===== src/pkg/asr_pkg.sv =====
// Package: register map, field layout, states and timing for rate control
package asr_pkg;

  // Register offsets
  localparam logic [7:0] ASR_REG_INACT = 8'h29;
  localparam logic [7:0] ASR_REG_CTRL1 = 8'h2A;
  localparam logic [7:0] ASR_REG_CTRL2 = 8'h2B;
  localparam logic [7:0] ASR_REG_WAKECFG = 8'h2C;
  localparam logic [7:0] ASR_REG_INTEN = 8'h2D;

  // Reset values
  localparam logic [7:0] ASR_RST_INACT = 8'h00;
  localparam logic [7:0] ASR_RST_CTRL1 = 8'h00;
  localparam logic [7:0] ASR_RST_CTRL2 = 8'h00;
  localparam logic [7:0] ASR_RST_WAKECFG = 8'h00;
  localparam logic [7:0] ASR_RST_INTEN = 8'h00;
  localparam logic [7:0] ASR_RD_NONE = 8'h00;

  // system_control_one fields
  localparam int ASR_C1_SLEEP_LSB = 6;
  localparam int ASR_C1_RATE_LSB = 3;
  localparam int ASR_C1_LOW_NOISE_SEL = 2;
  localparam int ASR_C1_FREAD = 1;
  localparam int ASR_C1_ACTIVE = 0;

  // system_control_two fields; bit 6 is the self-clearing soft reset
  localparam int ASR_C2_SELF = 7;
  localparam int ASR_C2_SWRST = 6;
  localparam int ASR_C2_SLEEP_OVERSAMPLE_SCHEME_LSB = 3;
  localparam int ASR_C2_AUTO_SLEEP_EN = 2;
  localparam int ASR_C2_WAKE_OVERSAMPLE_SCHEME_LSB = 0;

  // Stored-bit masks; other bits read as zero
  localparam logic [7:0] ASR_C2_MASK = 8'h9F;
  localparam logic [7:0] ASR_WAKECFG_MASK = 8'h7B;
  localparam logic [7:0] ASR_INTEN_MASK = 8'hBD;

  // wake_source_config and interrupt_enable_config fields
  localparam int ASR_WAKE_LSB = 3;
  localparam int ASR_IPOL = 1;
  localparam int ASR_PPOD = 0;
  localparam int ASR_IEN_FUNC_LSB = 2;
  localparam int ASR_IEN_SLEEP = 7;
  localparam int ASR_IEN_DRDY = 0;
  localparam int ASR_NUM_FUNC = 4;

  // Rate codes
  localparam logic [2:0] ASR_RATE_SLOWEST = 3'h7;
  localparam logic ASR_SLEEP_RATE_MSB = 1'b1;

  // Timing
  localparam int ASR_CLK_KHZ = 125000;
  localparam int ASR_UNIT_MS = 320;
  localparam int ASR_SLOW_UNIT_MS = 640;
  localparam int ASR_SLOW_RATIO = ASR_SLOW_UNIT_MS / ASR_UNIT_MS;
  localparam int ASR_UNIT_CYCLES = ASR_UNIT_MS * ASR_CLK_KHZ;

  // Burst pointer data region defaults (plain defaults)
  localparam logic [7:0] ASR_DATA_FIRST = 8'h01;
  localparam logic [7:0] ASR_DATA_LAST = 8'h06;
  localparam logic [7:0] ASR_STEP_ONE = 8'h01;
  localparam logic [7:0] ASR_STEP_TWO = 8'h02;

  typedef enum logic [1:0] {
    ASR_STANDBY = 2'b00,
    ASR_WAKE = 2'b01,
    ASR_SLEEP = 2'b11
  } asr_state_t;

  // Sleep rate code mapped onto the wake rate code space
  function automatic logic [2:0] asr_sleep_odr(input logic [1:0] sel);
    asr_sleep_odr = {ASR_SLEEP_RATE_MSB, sel};
  endfunction

endpackage


===== src/rtl/asr_burst_ptr.sv =====
// Burst read address pointer with fast-read skipping of low data bytes
`timescale 1ns/10ps
module asr_burst_ptr #(
  parameter logic [7:0] DATA_FIRST = asr_pkg::ASR_DATA_FIRST,
  parameter logic [7:0] DATA_LAST = asr_pkg::ASR_DATA_LAST
) (
  input wire logic sys_clk,
  input wire logic rst,
  input wire logic ptr_load,
  input wire logic [7:0] ptr_load_addr,
  input wire logic ptr_adv,
  input wire logic fast_read,
  output logic [7:0] ptr_addr
);
  import asr_pkg::*;

  generate
    if (DATA_LAST <= DATA_FIRST) begin
      $error("data region must span at least two bytes");
    end
  endgenerate

  logic [7:0] ptr_r;
  logic [7:0] ptr_nxt;
  wire in_data = (ptr_r >= DATA_FIRST) && (ptr_r < DATA_LAST);
  wire [7:0] step = (fast_read && in_data) ? ASR_STEP_TWO : ASR_STEP_ONE;

  // High bytes sit at even distance from the first data byte
  assign ptr_nxt = ptr_load ? ptr_load_addr :
                   ptr_adv ? ptr_r + step : ptr_r;

  always_ff @(posedge sys_clk) begin
    if (rst) begin
      ptr_r <= 8'h00;
    end else begin
      ptr_r <= ptr_nxt;
    end
  end

  assign ptr_addr = ptr_r;

endmodule


===== src/rtl/asr_inact_timer.sv =====
// Inactivity timer: counts elapsed count units while running
`timescale 1ns/10ps
module asr_inact_timer #(
  parameter int unsigned UNIT_CYCLES = asr_pkg::ASR_UNIT_CYCLES
) (
  input wire logic sys_clk,
  input wire logic rst,
  input wire logic run,
  input wire logic restart,
  input wire logic slow_unit,
  input wire logic [7:0] limit,
  output logic [7:0] elapsed,
  output logic expired
);
  import asr_pkg::*;

  localparam logic [31:0] UNIT_LEN = 32'(UNIT_CYCLES);
  localparam logic [31:0] SLOW_LEN = 32'(UNIT_CYCLES * ASR_SLOW_RATIO);

  generate
    if (UNIT_CYCLES < 1 ||
        64'(UNIT_CYCLES) * 64'(ASR_SLOW_RATIO) > 64'hFFFFFFFF) begin
      $error("UNIT_CYCLES out of range");
    end
  endgenerate

  logic [31:0] pre_r;
  logic [31:0] pre_nxt;
  logic [7:0] elapsed_r;
  logic [7:0] elapsed_nxt;
  wire [31:0] unit_len = slow_unit ? SLOW_LEN : UNIT_LEN;
  wire unit_tick = (pre_r >= unit_len - 32'h1);
  wire sat = (elapsed_r == 8'hFF);

  assign pre_nxt = (restart || !run || unit_tick) ? 32'h0 : pre_r + 32'h1;
  assign elapsed_nxt = (restart || !run) ? 8'h00 :
                       (unit_tick && !sat) ? elapsed_r + 8'h01 : elapsed_r;

  always_ff @(posedge sys_clk) begin
    if (rst) begin
      pre_r <= 32'h0;
      elapsed_r <= 8'h00;
    end else begin
      pre_r <= pre_nxt;
      elapsed_r <= elapsed_nxt;
    end
  end

  assign elapsed = elapsed_r;
  // Unit length doubles at the slowest wake rate
  assign expired = run && (elapsed_r >= limit);

endmodule


===== src/rtl/asr_top.sv =====
// Auto-sleep and sample rate control with its control registers
// What this block does
// - In auto-sleep, go to sleep rate after inactivity of programmed count.
// - Count unit is 320 ms, or 640 ms at the slowest wake rate.
// - Enabled transient, orientation, tap, motion events restart the inactivity timer.
// - A function wakes only if interrupt enabled and selected as wake source.
// - Asleep, enabled functions run at sleep rate; only wake sources wake.
// - Sleep/wake and new-data interrupts never change wake or sleep state.
// - Without auto-sleep, move only between standby and wake.
// - With its enable set, each wake-sleep transition raises the interrupt.
// - Sleep rate field bits 7:6 select 50, 12.5, 6.25, 1.56 Hz.
// - In sleep, system and block rates follow the sleep rate field.
// - Rate field bits 5:3 select 800 down to 1.56 Hz; resets 000.
// - Bit 0 selects standby at 0, active at 1; resets to 0.
// - Low-noise bit limits measurable range to plus or minus 4 g.
// - Fast-read makes burst auto-increment skip low data bytes.
// - Auto-sleep enable bit in control two; resets to 0.
// - Wake-source bits let each function wake from sleep; reset 0.
// - Sleep/wake interrupt enable gates that interrupt; resets disabled.
`timescale 1ns/10ps
module asr_top #(
  parameter int unsigned UNIT_CYCLES = asr_pkg::ASR_UNIT_CYCLES
) (
  input wire logic sys_clk,
  input wire logic rst,
  input wire logic reg_wr,
  input wire logic reg_rd,
  input wire logic [7:0] reg_addr,
  input wire logic [7:0] reg_wdata,
  output logic [7:0] reg_rdata,
  input wire logic ptr_load,
  input wire logic [7:0] ptr_load_addr,
  input wire logic ptr_adv,
  output logic [7:0] ptr_addr,
  input wire logic transient_event,
  input wire logic orientation_event,
  input wire logic tap_event,
  input wire logic freefall_motion_event,
  input wire logic new_data_event,
  output logic sleep_wake_event,
  output asr_pkg::asr_state_t power_state,
  output logic [2:0] output_sample_rate,
  output logic [1:0] oversample_scheme,
  output logic low_noise_sel,
  output logic fast_read_sel,
  output logic self_check_enable,
  output logic [3:0] func_irq_en,
  output logic new_data_irq_en,
  output logic irq_active_high,
  output logic irq_open_drain
);
  import asr_pkg::*;

  logic [7:0] inact_r;
  logic [7:0] inact_nxt;
  logic [7:0] ctrl1_r;
  logic [7:0] ctrl1_nxt;
  logic [7:0] ctrl2_r;
  logic [7:0] ctrl2_nxt;
  logic [7:0] wakecfg_r;
  logic [7:0] wakecfg_nxt;
  logic [7:0] inten_r;
  logic [7:0] inten_nxt;
  logic [7:0] rdata_r;
  logic [7:0] rdata_nxt;
  asr_state_t state_r;
  asr_state_t state_nxt;
  logic irq_r;
  logic irq_nxt;
  logic [2:0] osr_r;
  logic [2:0] osr_nxt;
  logic [1:0] scheme_r;
  logic [1:0] scheme_nxt;
  logic [7:0] elapsed;
  logic expired;

  // Register access decode
  wire wr_inact = reg_wr && (reg_addr == ASR_REG_INACT);
  wire wr_c1 = reg_wr && (reg_addr == ASR_REG_CTRL1);
  wire wr_c2 = reg_wr && (reg_addr == ASR_REG_CTRL2);
  wire wr_wake = reg_wr && (reg_addr == ASR_REG_WAKECFG);
  wire wr_inten = reg_wr && (reg_addr == ASR_REG_INTEN);
  wire swrst = wr_c2 && reg_wdata[ASR_C2_SWRST];

  // Field views
  wire active_bit = ctrl1_r[ASR_C1_ACTIVE];
  wire [2:0] wake_rate = ctrl1_r[ASR_C1_RATE_LSB +: 3];
  wire [1:0] sleep_rate = ctrl1_r[ASR_C1_SLEEP_LSB +: 2];
  wire slp_en = ctrl2_r[ASR_C2_AUTO_SLEEP_EN];
  wire sw_irq_en = inten_r[ASR_IEN_SLEEP];
  wire [3:0] fen = inten_r[ASR_IEN_FUNC_LSB +: ASR_NUM_FUNC];
  wire [3:0] wsel = wakecfg_r[ASR_WAKE_LSB +: ASR_NUM_FUNC];
  // Order matches the wake-source and interrupt-enable bit order
  wire [3:0] func_ev = {transient_event, orientation_event, tap_event,
                        freefall_motion_event};

  // Only the four detection functions count; new data never does
  wire restart_hit = |(func_ev & fen);
  wire wake_hit = |(func_ev & fen & wsel);

  // Register next values; soft reset restores every default
  assign inact_nxt = swrst ? ASR_RST_INACT :
                     wr_inact ? reg_wdata : inact_r;
  // While active only the standby/active bit takes a write
  assign ctrl1_nxt = swrst ? ASR_RST_CTRL1 :
                     !wr_c1 ? ctrl1_r :
                     active_bit ? {ctrl1_r[7:1], reg_wdata[ASR_C1_ACTIVE]} :
                     reg_wdata;
  assign ctrl2_nxt = swrst ? ASR_RST_CTRL2 :
                     wr_c2 ? (reg_wdata & ASR_C2_MASK) : ctrl2_r;
  assign wakecfg_nxt = swrst ? ASR_RST_WAKECFG :
                       wr_wake ? (reg_wdata & ASR_WAKECFG_MASK) :
                       wakecfg_r;
  assign inten_nxt = swrst ? ASR_RST_INTEN :
                     wr_inten ? (reg_wdata & ASR_INTEN_MASK) : inten_r;

  // Read mux; unmapped addresses read zero
  wire [7:0] rd_mux = (reg_addr == ASR_REG_INACT) ? inact_r :
                      (reg_addr == ASR_REG_CTRL1) ? ctrl1_r :
                      (reg_addr == ASR_REG_CTRL2) ? ctrl2_r :
                      (reg_addr == ASR_REG_WAKECFG) ? wakecfg_r :
                      (reg_addr == ASR_REG_INTEN) ? inten_r : ASR_RD_NONE;
  assign rdata_nxt = reg_rd ? rd_mux : rdata_r;

  // Power state sequencing
  always_comb begin
    state_nxt = state_r;
    case (state_r)
      ASR_STANDBY: begin
        if (active_bit) begin
          state_nxt = ASR_WAKE;
        end
      end
      ASR_WAKE: begin
        if (!active_bit) begin
          state_nxt = ASR_STANDBY;
        end else if (slp_en && expired) begin
          state_nxt = ASR_SLEEP;
        end
      end
      ASR_SLEEP: begin
        if (!active_bit) begin
          state_nxt = ASR_STANDBY;
        end else if (!slp_en || wake_hit) begin
          state_nxt = ASR_WAKE;
        end
      end
      default: begin
        state_nxt = ASR_STANDBY;
      end
    endcase
    if (swrst) begin
      state_nxt = ASR_STANDBY;
    end
  end

  wire to_sleep = (state_r == ASR_WAKE) && (state_nxt == ASR_SLEEP);
  wire to_wake = (state_r == ASR_SLEEP) && (state_nxt == ASR_WAKE);
  assign irq_nxt = sw_irq_en && (to_sleep || to_wake);

  // Effective rate and oversampling scheme follow the next state
  wire sleep_nxt = (state_nxt == ASR_SLEEP);
  assign osr_nxt = sleep_nxt ?
                   asr_sleep_odr(ctrl1_nxt[ASR_C1_SLEEP_LSB +: 2]) :
                   ctrl1_nxt[ASR_C1_RATE_LSB +: 3];
  assign scheme_nxt = sleep_nxt ? ctrl2_nxt[ASR_C2_SLEEP_OVERSAMPLE_SCHEME_LSB +: 2] :
                      ctrl2_nxt[ASR_C2_WAKE_OVERSAMPLE_SCHEME_LSB +: 2];

  always_ff @(posedge sys_clk) begin
    if (rst) begin
      inact_r <= ASR_RST_INACT;
      ctrl1_r <= ASR_RST_CTRL1;
      ctrl2_r <= ASR_RST_CTRL2;
      wakecfg_r <= ASR_RST_WAKECFG;
      inten_r <= ASR_RST_INTEN;
      rdata_r <= ASR_RD_NONE;
      state_r <= ASR_STANDBY;
      irq_r <= 1'b0;
      osr_r <= ASR_RST_CTRL1[ASR_C1_RATE_LSB +: 3];
      scheme_r <= ASR_RST_CTRL2[ASR_C2_WAKE_OVERSAMPLE_SCHEME_LSB +: 2];
    end else begin
      inact_r <= inact_nxt;
      ctrl1_r <= ctrl1_nxt;
      ctrl2_r <= ctrl2_nxt;
      wakecfg_r <= wakecfg_nxt;
      inten_r <= inten_nxt;
      rdata_r <= rdata_nxt;
      state_r <= state_nxt;
      irq_r <= irq_nxt;
      osr_r <= osr_nxt;
      scheme_r <= scheme_nxt;
    end
  end

  // Timer runs only awake with auto-sleep on; held at zero otherwise
  asr_inact_timer #(
    .UNIT_CYCLES(UNIT_CYCLES)
  ) u_timer (
    .sys_clk(sys_clk),
    .rst(rst),
    .run((state_r == ASR_WAKE) && slp_en && !swrst),
    .restart(restart_hit),
    .slow_unit(wake_rate == ASR_RATE_SLOWEST),
    .limit(inact_r),
    .elapsed(elapsed),
    .expired(expired)
  );

  asr_burst_ptr u_ptr (
    .sys_clk(sys_clk),
    .rst(rst),
    .ptr_load(ptr_load),
    .ptr_load_addr(ptr_load_addr),
    .ptr_adv(ptr_adv),
    .fast_read(ctrl1_r[ASR_C1_FREAD]),
    .ptr_addr(ptr_addr)
  );

  assign reg_rdata = rdata_r;
  assign sleep_wake_event = irq_r;
  assign power_state = state_r;
  assign output_sample_rate = osr_r;
  assign oversample_scheme = scheme_r;
  // Front end clamps to the reduced range when set
  assign low_noise_sel = ctrl1_r[ASR_C1_LOW_NOISE_SEL];
  assign fast_read_sel = ctrl1_r[ASR_C1_FREAD];
  assign self_check_enable = ctrl2_r[ASR_C2_SELF];
  assign func_irq_en = fen;
  assign new_data_irq_en = inten_r[ASR_IEN_DRDY];
  assign irq_active_high = wakecfg_r[ASR_IPOL];
  assign irq_open_drain = wakecfg_r[ASR_PPOD];

  property p_no_sleep_without_en;
    @(posedge sys_clk) disable iff (rst)
      (!slp_en && state_r != ASR_SLEEP) |=> (state_r != ASR_SLEEP);
  endproperty
  a_no_sleep_without_en: assert property (p_no_sleep_without_en)
    else $error("sleep entered with auto-sleep disabled");

  property p_sleep_after_limit;
    @(posedge sys_clk) disable iff (rst)
      ($past(state_r) == ASR_WAKE && state_r == ASR_SLEEP) |->
        ($past(elapsed) >= $past(inact_r) && $past(slp_en));
  endproperty
  a_sleep_after_limit: assert property (p_sleep_after_limit)
    else $error("sleep entered before inactivity limit");

  property p_irq_on_transition;
    @(posedge sys_clk) disable iff (rst)
      ($past(sw_irq_en) && $past(state_r) != state_r &&
       $past(state_r) != ASR_STANDBY && state_r != ASR_STANDBY) |->
        sleep_wake_event;
  endproperty
  a_irq_on_transition: assert property (p_irq_on_transition)
    else $error("sleep/wake transition without interrupt");

  property p_irq_gated;
    @(posedge sys_clk) disable iff (rst)
      !sw_irq_en |=> !sleep_wake_event;
  endproperty
  a_irq_gated: assert property (p_irq_gated)
    else $error("sleep/wake interrupt while disabled");

  property p_stay_asleep;
    @(posedge sys_clk) disable iff (rst)
      (state_r == ASR_SLEEP && !wake_hit && slp_en && active_bit &&
       !swrst) |=> (state_r == ASR_SLEEP);
  endproperty
  a_stay_asleep: assert property (p_stay_asleep)
    else $error("woke without an enabled wake source");

  property p_wake_restart;
    @(posedge sys_clk) disable iff (rst)
      ($past(state_r) == ASR_SLEEP && state_r == ASR_WAKE) |->
        (elapsed == 8'h00) ##1 (elapsed == 8'h00 || !slp_en);
  endproperty
  a_wake_restart: assert property (p_wake_restart)
    else $error("inactivity count not restarted on wake");

  property p_restart_clears;
    @(posedge sys_clk) disable iff (rst)
      (state_r == ASR_WAKE && restart_hit) |=> (elapsed == 8'h00);
  endproperty
  a_restart_clears: assert property (p_restart_clears)
    else $error("detection event did not restart timer");

  property p_sleep_rate;
    @(posedge sys_clk) disable iff (rst)
      (state_r == ASR_SLEEP) |-> (osr_r == asr_sleep_odr(sleep_rate));
  endproperty
  a_sleep_rate: assert property (p_sleep_rate)
    else $error("sleep state not at sleep rate");

  property p_wake_rate;
    @(posedge sys_clk) disable iff (rst)
      (state_r != ASR_SLEEP) |-> (output_sample_rate == wake_rate);
  endproperty
  a_wake_rate: assert property (p_wake_rate)
    else $error("wake rate not applied");

  property p_standby_follows;
    @(posedge sys_clk) disable iff (rst)
      !active_bit |=> (state_r == ASR_STANDBY);
  endproperty
  a_standby_follows: assert property (p_standby_follows)
    else $error("standby bit not obeyed");

  property p_fields_locked;
    @(posedge sys_clk) disable iff (rst)
      (active_bit && !swrst) |=> $stable(ctrl1_r[7:1]);
  endproperty
  a_fields_locked: assert property (p_fields_locked)
    else $error("control one field changed while active");

  property p_new_data_inert;
    @(posedge sys_clk) disable iff (rst)
      (state_r == ASR_SLEEP && new_data_event && func_ev == 4'h0 &&
       slp_en && active_bit && !swrst) |=> (state_r == ASR_SLEEP);
  endproperty
  a_new_data_inert: assert property (p_new_data_inert)
    else $error("new data changed power state");

  property p_cov_to_sleep;
    @(posedge sys_clk) disable iff (rst) to_sleep;
  endproperty
  c_cov_to_sleep: cover property (p_cov_to_sleep);

  property p_cov_to_wake;
    @(posedge sys_clk) disable iff (rst) to_wake && wake_hit;
  endproperty
  c_cov_to_wake: cover property (p_cov_to_wake);

  property p_cov_swrst;
    @(posedge sys_clk) disable iff (rst) swrst && state_r != ASR_STANDBY;
  endproperty
  c_cov_swrst: cover property (p_cov_swrst);

endmodule

===== config.mk =====
export PLATFORM = sky130hd
export DESIGN_NAME = asr_top
export DESIGN_NICKNAME = d
export VERILOG_FILES = /design/src/pkg/asr_pkg.sv /design/src/rtl/asr_burst_ptr.sv /design/src/rtl/asr_inact_timer.sv /design/src/rtl/asr_top.sv
export SDC_FILE = /design/constraint.sdc
export NUM_CORES = 1
export LEC_CHECK = 0
export BUFFER_PORTS_ARGS = -buffer_cell sky130_fd_sc_hd__buf_4
export CAP_MARGIN = 20
export CORE_UTILIZATION = 35
export CTS_CLUSTER_SIZE = 20
export DETAILED_ROUTE_END_ITERATION = 8
export PLACE_DENSITY_LB_ADDON = 0.25
export SYNTH_ARGS = -nofsm -noshare
export SYNTH_HDL_FRONTEND = slang
export SYNTH_HIERARCHICAL = 1
export SYNTH_SLANG_ARGS = --single-unit

===== constraint.sdc =====
create_clock -name sys_clk -period 3.5 [get_ports sys_clk]
set_clock_uncertainty 0.05 [all_clocks]
set_input_delay 0 -clock sys_clk [delete_from_list [all_inputs] [get_ports sys_clk]]
set_output_delay 0 -clock sys_clk [all_outputs]
set_load 0.02 [all_outputs]

==> flow_metrics.py, run 1 <==
metrics = {
    "status": {
        "outcome": "finished, final reports clean",
    },
    "route": {
        "first_iter_violations": 287,
        "wire_per_inst_um": 15.37,
        "post-route-drc-count": 0,
        "ant_nets": 0,
        "vias": 4567,
        "drtPass1Iterations": 5,
        "wirelength_um": 13100,
        "viasPerCell": 5.360,
    },
    "grt": {
        "gr-usage-met2_pct": 31.21,
        "gr-max-usage-layer": "met2",
        "met1_usage_pct": 21.22,
        "grt_pass1_wl_um": 22370,
        "grt_use_met3_pct": 3.038,
        "antenna_found_initial": 0,
        "first_global_vias": 4616,
        "track_usage_pct": 17.63,
        "overflow": 0,
        "grt_max_degree": 29,
    },
    "floorplan": {
        "initial_core_util_pct": 36.35,
        "die_h_um": 125.6,
        "die_x_um": 125.6,
        "io_pins": 69,
        "core_sq_um": 14700,
        "die_area_sq_um": 15760,
        "row_count": 44,
    },
    "synthesis": {
        "syn_inst": 583,
        "synth.most_common_cell": "dfxtp_1",
        "synth_common_cells": "dfxtp_1 (98), nor2_1 (67), nand2_1 (42)",
        "yosys.area.top_type": "dfxtp_1",
        "syn-cell-area_sq_um": 5343,
        "synth-edff-count": 0,
        "yosysUniqueCellTypes": 77,
        "synth-xor-area-share_pct": 4.426,
        "synth.area.top_cells": "dfxtp_1 (37%), mux2i_1 (6.9%), ha_1 (5.4%), nor2_1 (4.7%), nor2_4 (3.2%)",
        "ys_seq_elements": 98,
        "yosysSeqAreaShare_pct": 36.72,
        "ys.flop_type": "dfxtp_1",
        "yosys_warnings": 6,
        "muxShareOfSynthArea_pct": 7.564,
        "synthSimpleGateAreaFrac_pct": 26.79,
        "syn_avg_cell_area_sq_um": 9.164,
        "synth_top_family_by_area": "simple AND/OR/NAND/NOR gates",
        "synthArstFlopShare_pct": 0,
        "yosysTopAreaCellShare_pct": 36.72,
        "synthAdderAreaFrac_pct": 5.761,
        "synth-compound-area-share_pct": 13.16,
    },
    "placement": {
        "place_hpwl_um": 9536,
        "port_buffers": 67,
        "globalplace.congestion": 0.8284,
        "placed_area_sq_um": 5891,
        "pre_cts_ws_ns": 0.3197,
    },
    "worst_setup_path": {
        "cp.required_ns": 3.66,
        "rrSetupSlack_ns": 0.32,
        "worst-path-buf-inv": 2,
        "worstSetupStartpointType": "flip-flop",
        "cp.arrival_ns": 3.34,
        "regToRegStartpoint": "ctrl1_r[4]",
        "cp_top_family": "simple AND/OR/NAND/NOR gates",
        "cp-end-kind": "flip-flop",
        "crit_fanout": 28,
        "r2r_end": "u_timer/pre_r[13]",
        "crit_type": "reg2reg",
        "cp_cell_sequence": "and3_1 -> inv_1 -> ha_1 -> nand4_1 -> nor3_1 -> a211oi_1 -> o211ai_4 -> or2_2 -> buf_4 -> nor2_1",
        "slowest_delay_ns": 0.49,
        "reg2reg_depth": 10,
        "slowest_stage": "buf_4",
    },
    "final_layout": {
        "design_area_sq_um": 6464,
        "fin_nets": 722,
        "fill_cells": 1437,
        "antenna_cells": 0,
        "drive_above_1_share_pct": 19.46,
        "area_growth_pct": 20.98,
        "post-route-util_pct": 43.97,
    },
    "hold_path": {
        "hp-class": "in2reg",
        "min_delay_path_depth": 4,
        "hp-start": "reg_addr[2]",
        "hold_end": "reg_rdata[4]",
    },
    "clocking": {
        "htree_levels": 3,
        "clk_pin_slew_ns": 0.08,
        "cts_setup_buffers": 0,
        "cts-root-buf": "clkbuf_16",
        "cts.sinks": 98,
        "clk_path_buf_depth": 2,
        "clk_latency_ns": 0.35,
        "cts_buffers": 9,
        "cts_tree": "yes",
    },
    "pwr": {
        "power.density_nw_per_um2": 362.9,
        "peakVddDrop_v": 0.0002304,
        "leakage_nw": 2.553,
    },
    "sta": {
        "slew_headroom_pct": 60.04,
        "worst_slew_pin_slew_ns": 0.5939,
        "fmax_ghz": 0.3147,
        "period_share_pct": 90.80,
        "setup_slack_ns": 0.3219,
        "post-route-min-period_ns": 3.178,
        "hold_violations": 0,
        "fin_tns_setup_ns": 0,
        "finalSetupViolCount": 0,
        "rsz0062_at_grt": "no",
        "drv_slew": 0,
        "hold_ws_ns": 0.01963,
    },
    "run": {
        "drv_cap": 0,
    },
}
-- cell usage in the layout, fill, tap and decap left out, types with 16 or more instances in the layout --
master         netlist  routed
xor2_1              16      16
buf_4                8      69
nand3_1             24      24
a21oi_1             32      32
inv_1               21      21
nor2_1              67      67
dfxtp_1             98      98
ha_1                23      23
mux2i_1             37      37
nand2_1             42      42
dlygate4sd3_1        0      26
-- routing by layer --
layer | up-vias | part of all wire (%)
met2 | 102 | 50
met1 | 2211 | 45
met5 | - | 0
li1 | 2231 | -
met3 | 23 | 3.4
met4 | 0 | 1.9
-- worst reg2reg max path, delay by kind of cell (launching register included) --
family / cells / cell delay (ns)
buf+inv: 2 / 0.70
flops: 1 / 0.40
compound gates: 2 / 0.57
fa+ha+maj: 1 / 0.34
simple gates: 5 / 0.99
-- where the power goes --
| part | switching, mW | internal, mW |
|---|---|---|
| Sequential | 0.0130 | 1.12 |
| Combinational | 0.0924 | 0.0829 |
| Clock | 0.466 | 0.567 |
-- kinds of logic after synthesis --
logic type | after synthesis
xor gates and xnor gates | 27
AOI/OAI and AO/OA | 98
muxes | 40
DFF | 98
and+or+nand+nor | 244
other | 1
buffers and inverters | 51
adders and majority gates | 24
-- worst max-delay path by stage --
| stage | start | end | slack (ns) | cells after the start |
|---|---|---|---|---|
| CTS | ctrl1_r[4] | u_timer/pre_r[9] | 0.29 | 10 |
| floorplan | ctrl1_r[4] | u_timer/pre_r[27] | 1.03 | 11 |
| detailed placement | ctrl1_r[4] | u_timer/pre_r[13] | 0.32 | 10 |
| finish | ctrl1_r[4] | u_timer/pre_r[13] | 0.32 | 10 |
| global placement | ctrl1_r[4] | u_timer/pre_r[9] | 0.44 | 10 |
| global route | ctrl1_r[4] | u_timer/pre_r[13] | 0.005 | 10 |
-- sequential cells by signal, indices dropped and copies added (netlist names), 3 cells and up --
name / count
reg_rdata: 8
inact_r: 8
u_timer/pre_r: 32
ctrl2_r: 6
output_sample_rate: 3
u_timer/elapsed: 8
u_ptr/ptr_addr: 8
wakecfg_r: 6
inten_r: 6
ctrl1_r: 8
-- metrics by stage --
| step | total power, mW | cells |
|---|---|---|
| CTS | 2.374 | 852 |
| floorplan | 1.241 | 586 |
| finish | 2.346 | 852 |
| global route | 2.441 | 852 |
| detailed placement | 1.312 | 810 |
| global placement | 1.309 | 810 |
-- cell type report --
cell class	instances	area, sq um	area share (%)
Clock buffer	9	225.2	3.484
Inverter	22	82.58	1.278
Sequential cell	98	1962	30.35
Clock inverter	7	87.58	1.355
Tap cell	184	230.2	3.562
Multi-Input combinational cell	437	3098	47.93
Timing Repair Buffer	95	778.2	12.04
-- repair_timing --
action,CTS,global route
hold endpoints to repair,50,0
hold buffers,26,0
gates resized for setup,0,0
Note: power is estimated with default switching activity, not from simulation.
==> run 2, diff against run 1 <==
--- a/config.mk
+++ b/config.mk
@@ -5,10 +5,10 @@
 export SDC_FILE = /design/constraint.sdc
 export NUM_CORES = 1
 export LEC_CHECK = 0
-export BUFFER_PORTS_ARGS = -buffer_cell sky130_fd_sc_hd__buf_4
+export BUFFER_PORTS_ARGS = -buffer_cell sky130_fd_sc_hd__buf_2
 export CAP_MARGIN = 20
 export CORE_UTILIZATION = 35
-export CTS_CLUSTER_SIZE = 20
+export CTS_CLUSTER_SIZE = 30
 export DETAILED_ROUTE_END_ITERATION = 8
 export PLACE_DENSITY_LB_ADDON = 0.25
 export SYNTH_ARGS = -nofsm -noshare
==> constraint.sdc (replaced) <==
create_clock -name sys_clk -period 3.4 [get_ports sys_clk]
set_clock_uncertainty 0.05 [all_clocks]
set_input_delay 0 -clock sys_clk [delete_from_list [all_inputs] [get_ports sys_clk]]
set_output_delay 0 -clock sys_clk [all_outputs]
set_load 0.02 [all_outputs]
==> run 2 against run 1 <==
Against the previous run: cell count down 0.59%; sequential share of layout area grew 1.2 points; worst hold slack improved by 0.019 ns; global-route usage decreased by 0.66 points; critical endpoint is now u_timer/pre_r[14]; critical path depth stayed put; highest routed layer unchanged; first-iteration DRC count is 13% lower; via count is 1.6% lower; die area did not move.
==> flow_metrics.py, run 2 (synthesis gave the netlist of run 1 again) <==
metrics = {
    "final_layout": {
        "fin_nets": 718,
        "drive_above_1_share_pct": 19.31,
        "area_growth_pct": 16.53,
        "largest_register_ffs": 32,
        "final_cell_mix": "dfxtp_1 (98), nor2_1 (67), buf_2 (67)",
        "final_common_cell": "dfxtp_1",
        "regMostFlops": "u_timer/pre_r",
        "antenna_cells": 0,
        "post-route-util_pct": 42.36,
        "fill_cells": 1429,
    },
    "worst_setup_path": {
        "crit_fanout": 27,
        "cp.arrival_ns": 3.23,
        "worstSetupStartpointType": "flip-flop",
        "slowest_delay_ns": 0.40,
        "cp_top_family": "simple AND/OR/NAND/NOR gates",
        "cp.required_ns": 3.63,
        "cp-end-kind": "flip-flop",
        "worst-path-buf-inv": 2,
        "cp_cell_sequence": "and3_1 -> inv_1 -> ha_1 -> nand4_1 -> nor3_1 -> a211oi_1 -> o211ai_4 -> or2_2 -> buf_12 -> nor2_1",
        "slowest_stage": "dfxtp_1",
        "crit_type": "reg2reg",
    },
    "clocking": {
        "clk_path_buf_depth": 2,
        "cts_resized": 0,
        "clk_pin_slew_ns": 0.07,
        "cts_tree": "yes",
        "clk_latency_ns": 0.35,
        "htree_levels": 3,
        "cts.sinks": 98,
        "cts_buffers": 9,
        "cts-root-buf": "clkbuf_16",
    },
    "route": {
        "post-route-drc-count": 0,
        "vias": 4494,
        "wl_met1_um": 5639,
        "wire_per_inst_um": 15.02,
        "met2WireLength_um": 6351,
        "first_iter_violations": 251,
        "met3WireLength_um": 545,
        "wirelength_um": 12720,
        "drtPass1Iterations": 4,
        "top_layer_used": "met4",
        "ant_nets": 0,
        "viasPerCell": 5.306,
    },
    "floorplan": {
        "die_h_um": 125.6,
        "initial_core_util_pct": 36.35,
        "die_area_sq_um": 15760,
        "row_count": 44,
        "core_sq_um": 14700,
        "die_x_um": 125.6,
        "io_pins": 69,
    },
    "run": {
        "drv_cap": 0,
    },
    "grt": {
        "antenna_found_initial": 0,
        "first_global_vias": 4441,
        "grt_pass1_wl_um": 21640,
        "track_usage_pct": 16.97,
        "overflow": 0,
        "grt_max_degree": 28,
    },
    "sta": {
        "rsz0062_at_grt": "no",
        "hold_violations": 0,
        "post-route-min-period_ns": 3.006,
        "fin_tns_setup_ns": 0,
        "drv_slew": 0,
        "slew_headroom_pct": 59.17,
        "setup_slack_ns": 0.3938,
        "period_share_pct": 88.42,
        "fmax_ghz": 0.3326,
        "finalSetupViolCount": 0,
        "worst_slew_pin_slew_ns": 0.6068,
    },
    "pwr": {
        "peakVddDrop_v": 0.0003084,
        "clock_power_share_pct": 41.8,
        "p_comb_share_pct": 6.9,
        "swShare_pct": 23.17,
        "pwr-share-seq_pct": 51.3,
        "p_switching_mw": 0.5295,
        "power.density_nw_per_um2": 367.1,
        "leakage_nw": 2.495,
        "power.internal_mw": 1.756,
    },
    "placement": {
        "pre_cts_ws_ns": 0.4154,
        "port_buffers": 67,
        "place_hpwl_um": 9249,
        "globalplace.congestion": 0.8094,
    },
    "status": {
        "outcome": "finished, final reports clean",
    },
    "hold_path": {
        "hp-class": "in2reg",
    },
}
-- run 2: power by group through the flow --
stage	logic [mW]	registers [mW]	clock network (mW)
after global routing	0.172	1.17	1.04
final	0.158	1.17	0.956
after global placement	0.135	1.20	0
after floorplan	0.0735	1.20	0
after detailed placement	0.137	1.20	0
after CTS	0.156	1.17	0.993
-- run 2: metrics by stage --
| step | area (sq um) | total power, mW | std cells | hold slack, ns |
|---|---|---|---|---|
| final | 6226 | 2.285 | 847 | 0.03819 |
| after detailed placement | 5743 | 1.334 | 811 | 0.2071 |
| after CTS | 6226 | 2.320 | 847 | 0.01502 |
| after global placement | 5743 | 1.332 | 811 | 0.1994 |
| after floorplan | 5354 | 1.278 | 586 | 0.01860 |
| after global routing | 6226 | 2.381 | 847 | 0.04161 |
-- run 2: timing repair --
action | CTS | global route
hold buffers | 21 | 0
buffers inserted | 0 | 0
endpoints found under the setup margin | 0 | 0
hold endpoints to repair | 41 | 0
-- run 2: routing by layer --
| metal | global-route usage (%) | up-vias |
|---|---|---|
| li1 | - | 2221 |
| met1 | 20.67 | 2174 |
| met2 | 29.80 | 87 |
| met3 | 3.509 | 12 |
| met4 | 5.237 | 0 |
| met5 | 0 | - |
-- run 2: final timing paths --
path | start | to | slack [ns] | cells after the start
worst max-delay path | ctrl1_r[3] | u_timer/pre_r[14] | 0.39 | 10
worst min-delay path | rst | ctrl2_r[3] | 0.04 | 2
worst max register to register | ctrl1_r[3] | u_timer/pre_r[14] | 0.39 | 10
worst min register to register | reg_rdata[6] | reg_rdata[6] | 0.41 | 2
-- run 2: worst reg2reg max path: stages (launching register included) --
cell and delay (ns):
dfxtp_1 0.40, and3_1 0.35, inv_1 0.21, ha_1 0.35, nand4_1 0.13, nor3_1 0.06
a211oi_1 0.39, o211ai_4 0.25, or2_2 0.39, buf_12 0.20, nor2_1 0.16
-- run 2: final cells by class --
cell class	count	area [sq um]	share of cell area, %
repair buffers	91	580.6	9.325
clock inverters	2	12.51	0.2010
flip-flops and latches	98	1962	31.51
inverters	22	82.58	1.326
well taps	184	230.2	3.698
clock buffers	13	260.3	4.180
multi-input cells	437	3098	49.76
==> run 3, diff against run 2 <==
--- a/config.mk
+++ b/config.mk
@@ -7,7 +7,8 @@
 export LEC_CHECK = 0
 export BUFFER_PORTS_ARGS = -buffer_cell sky130_fd_sc_hd__buf_2
 export CAP_MARGIN = 20
-export CORE_UTILIZATION = 35
+export CORE_UTILIZATION = 55
+export CTS_BUF_LIST = sky130_fd_sc_hd__clkbuf_8
 export CTS_CLUSTER_SIZE = 30
 export DETAILED_ROUTE_END_ITERATION = 8
 export PLACE_DENSITY_LB_ADDON = 0.25
==> constraint.sdc (replaced) <==
create_clock -name sys_clk -period 3.2 [get_ports sys_clk]
set_clock_uncertainty 0.05 [all_clocks]
set_input_delay 0 -clock sys_clk [delete_from_list [all_inputs] [get_ports sys_clk]]
set_output_delay 0 -clock sys_clk [all_outputs]
set_load 0.02 [all_outputs]
==> run 3 against run 2 <==
Against the previous run: register-to-register slack lost 0.07 ns; largest power group unchanged; highest routed layer unchanged; first-iteration DRC count up 31%; maximum frequency is 4.6% higher; combinational power is 9% higher; worst hold slack worse by 0.0079 ns; critical endpoint is now u_timer/pre_r[17]; non-clock buffer count increased by 4; critical path type unchanged; largest cell class unchanged; count of clock-buffer cells in the layout fell by 4; sequential share of layout area rose by 0.48 points; design area shrank 1.5%.
==> flow_metrics.py, run 3 (synthesis gave the netlist of run 1 again) <==
metrics = {
    "status": {
        "outcome": "finished, final reports clean",
    },
    "route": {
        "vias": 4492,
        "wirelength_um": 12300,
        "wire_per_inst_um": 15.43,
        "drtPass1Iterations": 6,
        "viasPerCell": 5.636,
        "first_iter_violations": 328,
        "ant_nets": 0,
        "post-route-drc-count": 0,
    },
    "floorplan": {
        "io_pins": 69,
        "die_x_um": 100.6,
        "die_h_um": 100.6,
        "die_area_sq_um": 10110,
        "core_sq_um": 9328,
        "initial_core_util_pct": 57.28,
        "row_count": 35,
    },
    "worst_setup_path": {
        "cp-end-kind": "flip-flop",
        "cp.arrival_ns": 3.14,
        "worst-path-buf-inv": 2,
        "cp_top_family": "simple AND/OR/NAND/NOR gates",
        "cp_cell_sequence": "and3_2 -> inv_1 -> ha_1 -> nand4_1 -> nor3_1 -> a211oi_1 -> o211ai_4 -> or2_2 -> buf_12 -> nor2_2",
        "slowest_delay_ns": 0.42,
        "cp.required_ns": 3.46,
        "slowest_stage": "dfxtp_1",
        "worstSetupStartpointType": "flip-flop",
        "crit_fanout": 28,
        "crit_type": "reg2reg",
    },
    "sta": {
        "rsz0062_at_grt": "no",
        "worst_slew_pin_slew_ns": 0.5920,
        "fin_tns_setup_ns": 0,
        "post-route-min-period_ns": 2.874,
        "slew_headroom_pct": 60.17,
        "hold_violations": 0,
        "finalSetupViolCount": 0,
        "period_share_pct": 89.81,
        "fmax_ghz": 0.3480,
        "drv_slew": 0,
    },
    "final_layout": {
        "largest_register_ffs": 32,
        "regMostFlops": "u_timer/pre_r",
        "drive_above_1_share_pct": 19.91,
        "final_cell_mix": "dfxtp_1 (98), nor2_1 (67), buf_2 (67)",
        "area_growth_pct": 14.80,
        "design_area_sq_um": 6133,
        "fin_nets": 722,
        "antenna_cells": 0,
        "final_common_cell": "dfxtp_1",
    },
    "placement": {
        "globalplace.congestion": 0.9179,
        "port_buffers": 67,
        "place_hpwl_um": 8725,
        "placed_area_sq_um": 5682,
    },
    "grt": {
        "grt_pass1_wl_um": 19970,
        "antenna_found_initial": 0,
        "track_usage_pct": 25.21,
        "grt_max_degree": 32,
        "first_global_vias": 4117,
        "overflow": 0,
    },
    "clocking": {
        "clk_path_buf_depth": 2,
        "clk_latency_ns": 0.38,
        "cts_setup_buffers": 0,
        "htree_levels": 3,
        "cts_tree": "yes",
        "cts.sinks": 98,
        "clk_pin_slew_ns": 0.10,
        "cts_buffers": 9,
        "cts-root-buf": "clkbuf_8",
    },
    "run": {
        "drv_cap": 0,
    },
    "pwr": {
        "power.density_nw_per_um2": 368.3,
        "leakage_nw": 2.487,
        "peakVddDrop_v": 0.0002556,
    },
    "hold_path": {
        "hp-class": "in2reg",
    },
}
[run 3: changes by cell type in the layout (fill, tap and decap cells not counted), moves of 2 or more]
| cell | change |
|---|---|
| inv_8 | +2 |
| clkbuf_1 | -2 |
| clkbuf_8 | +7 |
| clkbuf_16 | -9 |
| clkinv_4 | +2 |
| dlygate4sd3_1 | +3 |
[run 3: repair_timing]
| item | in CTS | in global routing |
|---|---|---|
| setup endpoints to repair | 0 | 11 |
| endpoints found under the hold margin | 46 | 0 |
| resized for setup | 0 | 1 |
| hold buffers | 24 | 0 |
[run 3: layout make-up]
cell class | instances | area [sq um]
Fill cell | 775 | 3194
Multi-Input combinational cell | 437 | 3099
Sequential cell | 98 | 1962
Timing Repair Buffer | 95 | 618.1
Tap cell | 129 | 161.4
Clock buffer | 9 | 123.9
Clock inverter | 7 | 86.33
Inverter | 22 | 82.58
[run 3: worst paths after layout]
kind                            end  slack (ns)         start  depth (start not counted)
hold / removal    u_ptr/ptr_addr[7]        0.03      ptr_load                          4
setup reg to reg  u_timer/pre_r[17]        0.33    ctrl1_r[4]                         10
setup / recovery  u_timer/pre_r[17]        0.33    ctrl1_r[4]                         10
hold reg to reg        reg_rdata[6]        0.42  reg_rdata[6]                          2
[run 3: worst min-delay path, stage by stage]
cell,delay [ns]
buf_2,0.15
nor2_1,0.08
o211ai_1,0.10
nand3_1,0.07
[run 3: metrics by stage]
stage,utilization [%],instances,hold WS (ns),worst slack (ns),power (mW)
4_1_cts,65.74,797,0.005142,0.1761,2.279
3_3_place_gp,60.91,757,0.2073,0.3045,1.413
3_5_place_dp,60.91,757,0.2094,0.2170,1.416
2_1_floorplan,-,586,0.01860,0.7293,1.358
5_1_grt,65.75,797,0.02273,0.1274,2.352
6_report,65.75,797,0.03029,0.3262,2.259
[run 3: power breakdown]
group          switching (mW)  leakage, nW  total (mW)  internal [mW]
clock network           0.466        0.104       0.843          0.378
logic                  0.0988         1.59       0.172         0.0734
registers              0.0134        0.793        1.24           1.23
total                   0.578         2.49        2.26           1.68
[run 3: routing by layer]
metal | part of all wire, % | GRT usage [%]
met5 | 0 | 0
met1 | 46 | 34.01
met2 | 45 | 40.36
met4 | 1.7 | 8.584
met3 | 6.8 | 4.993
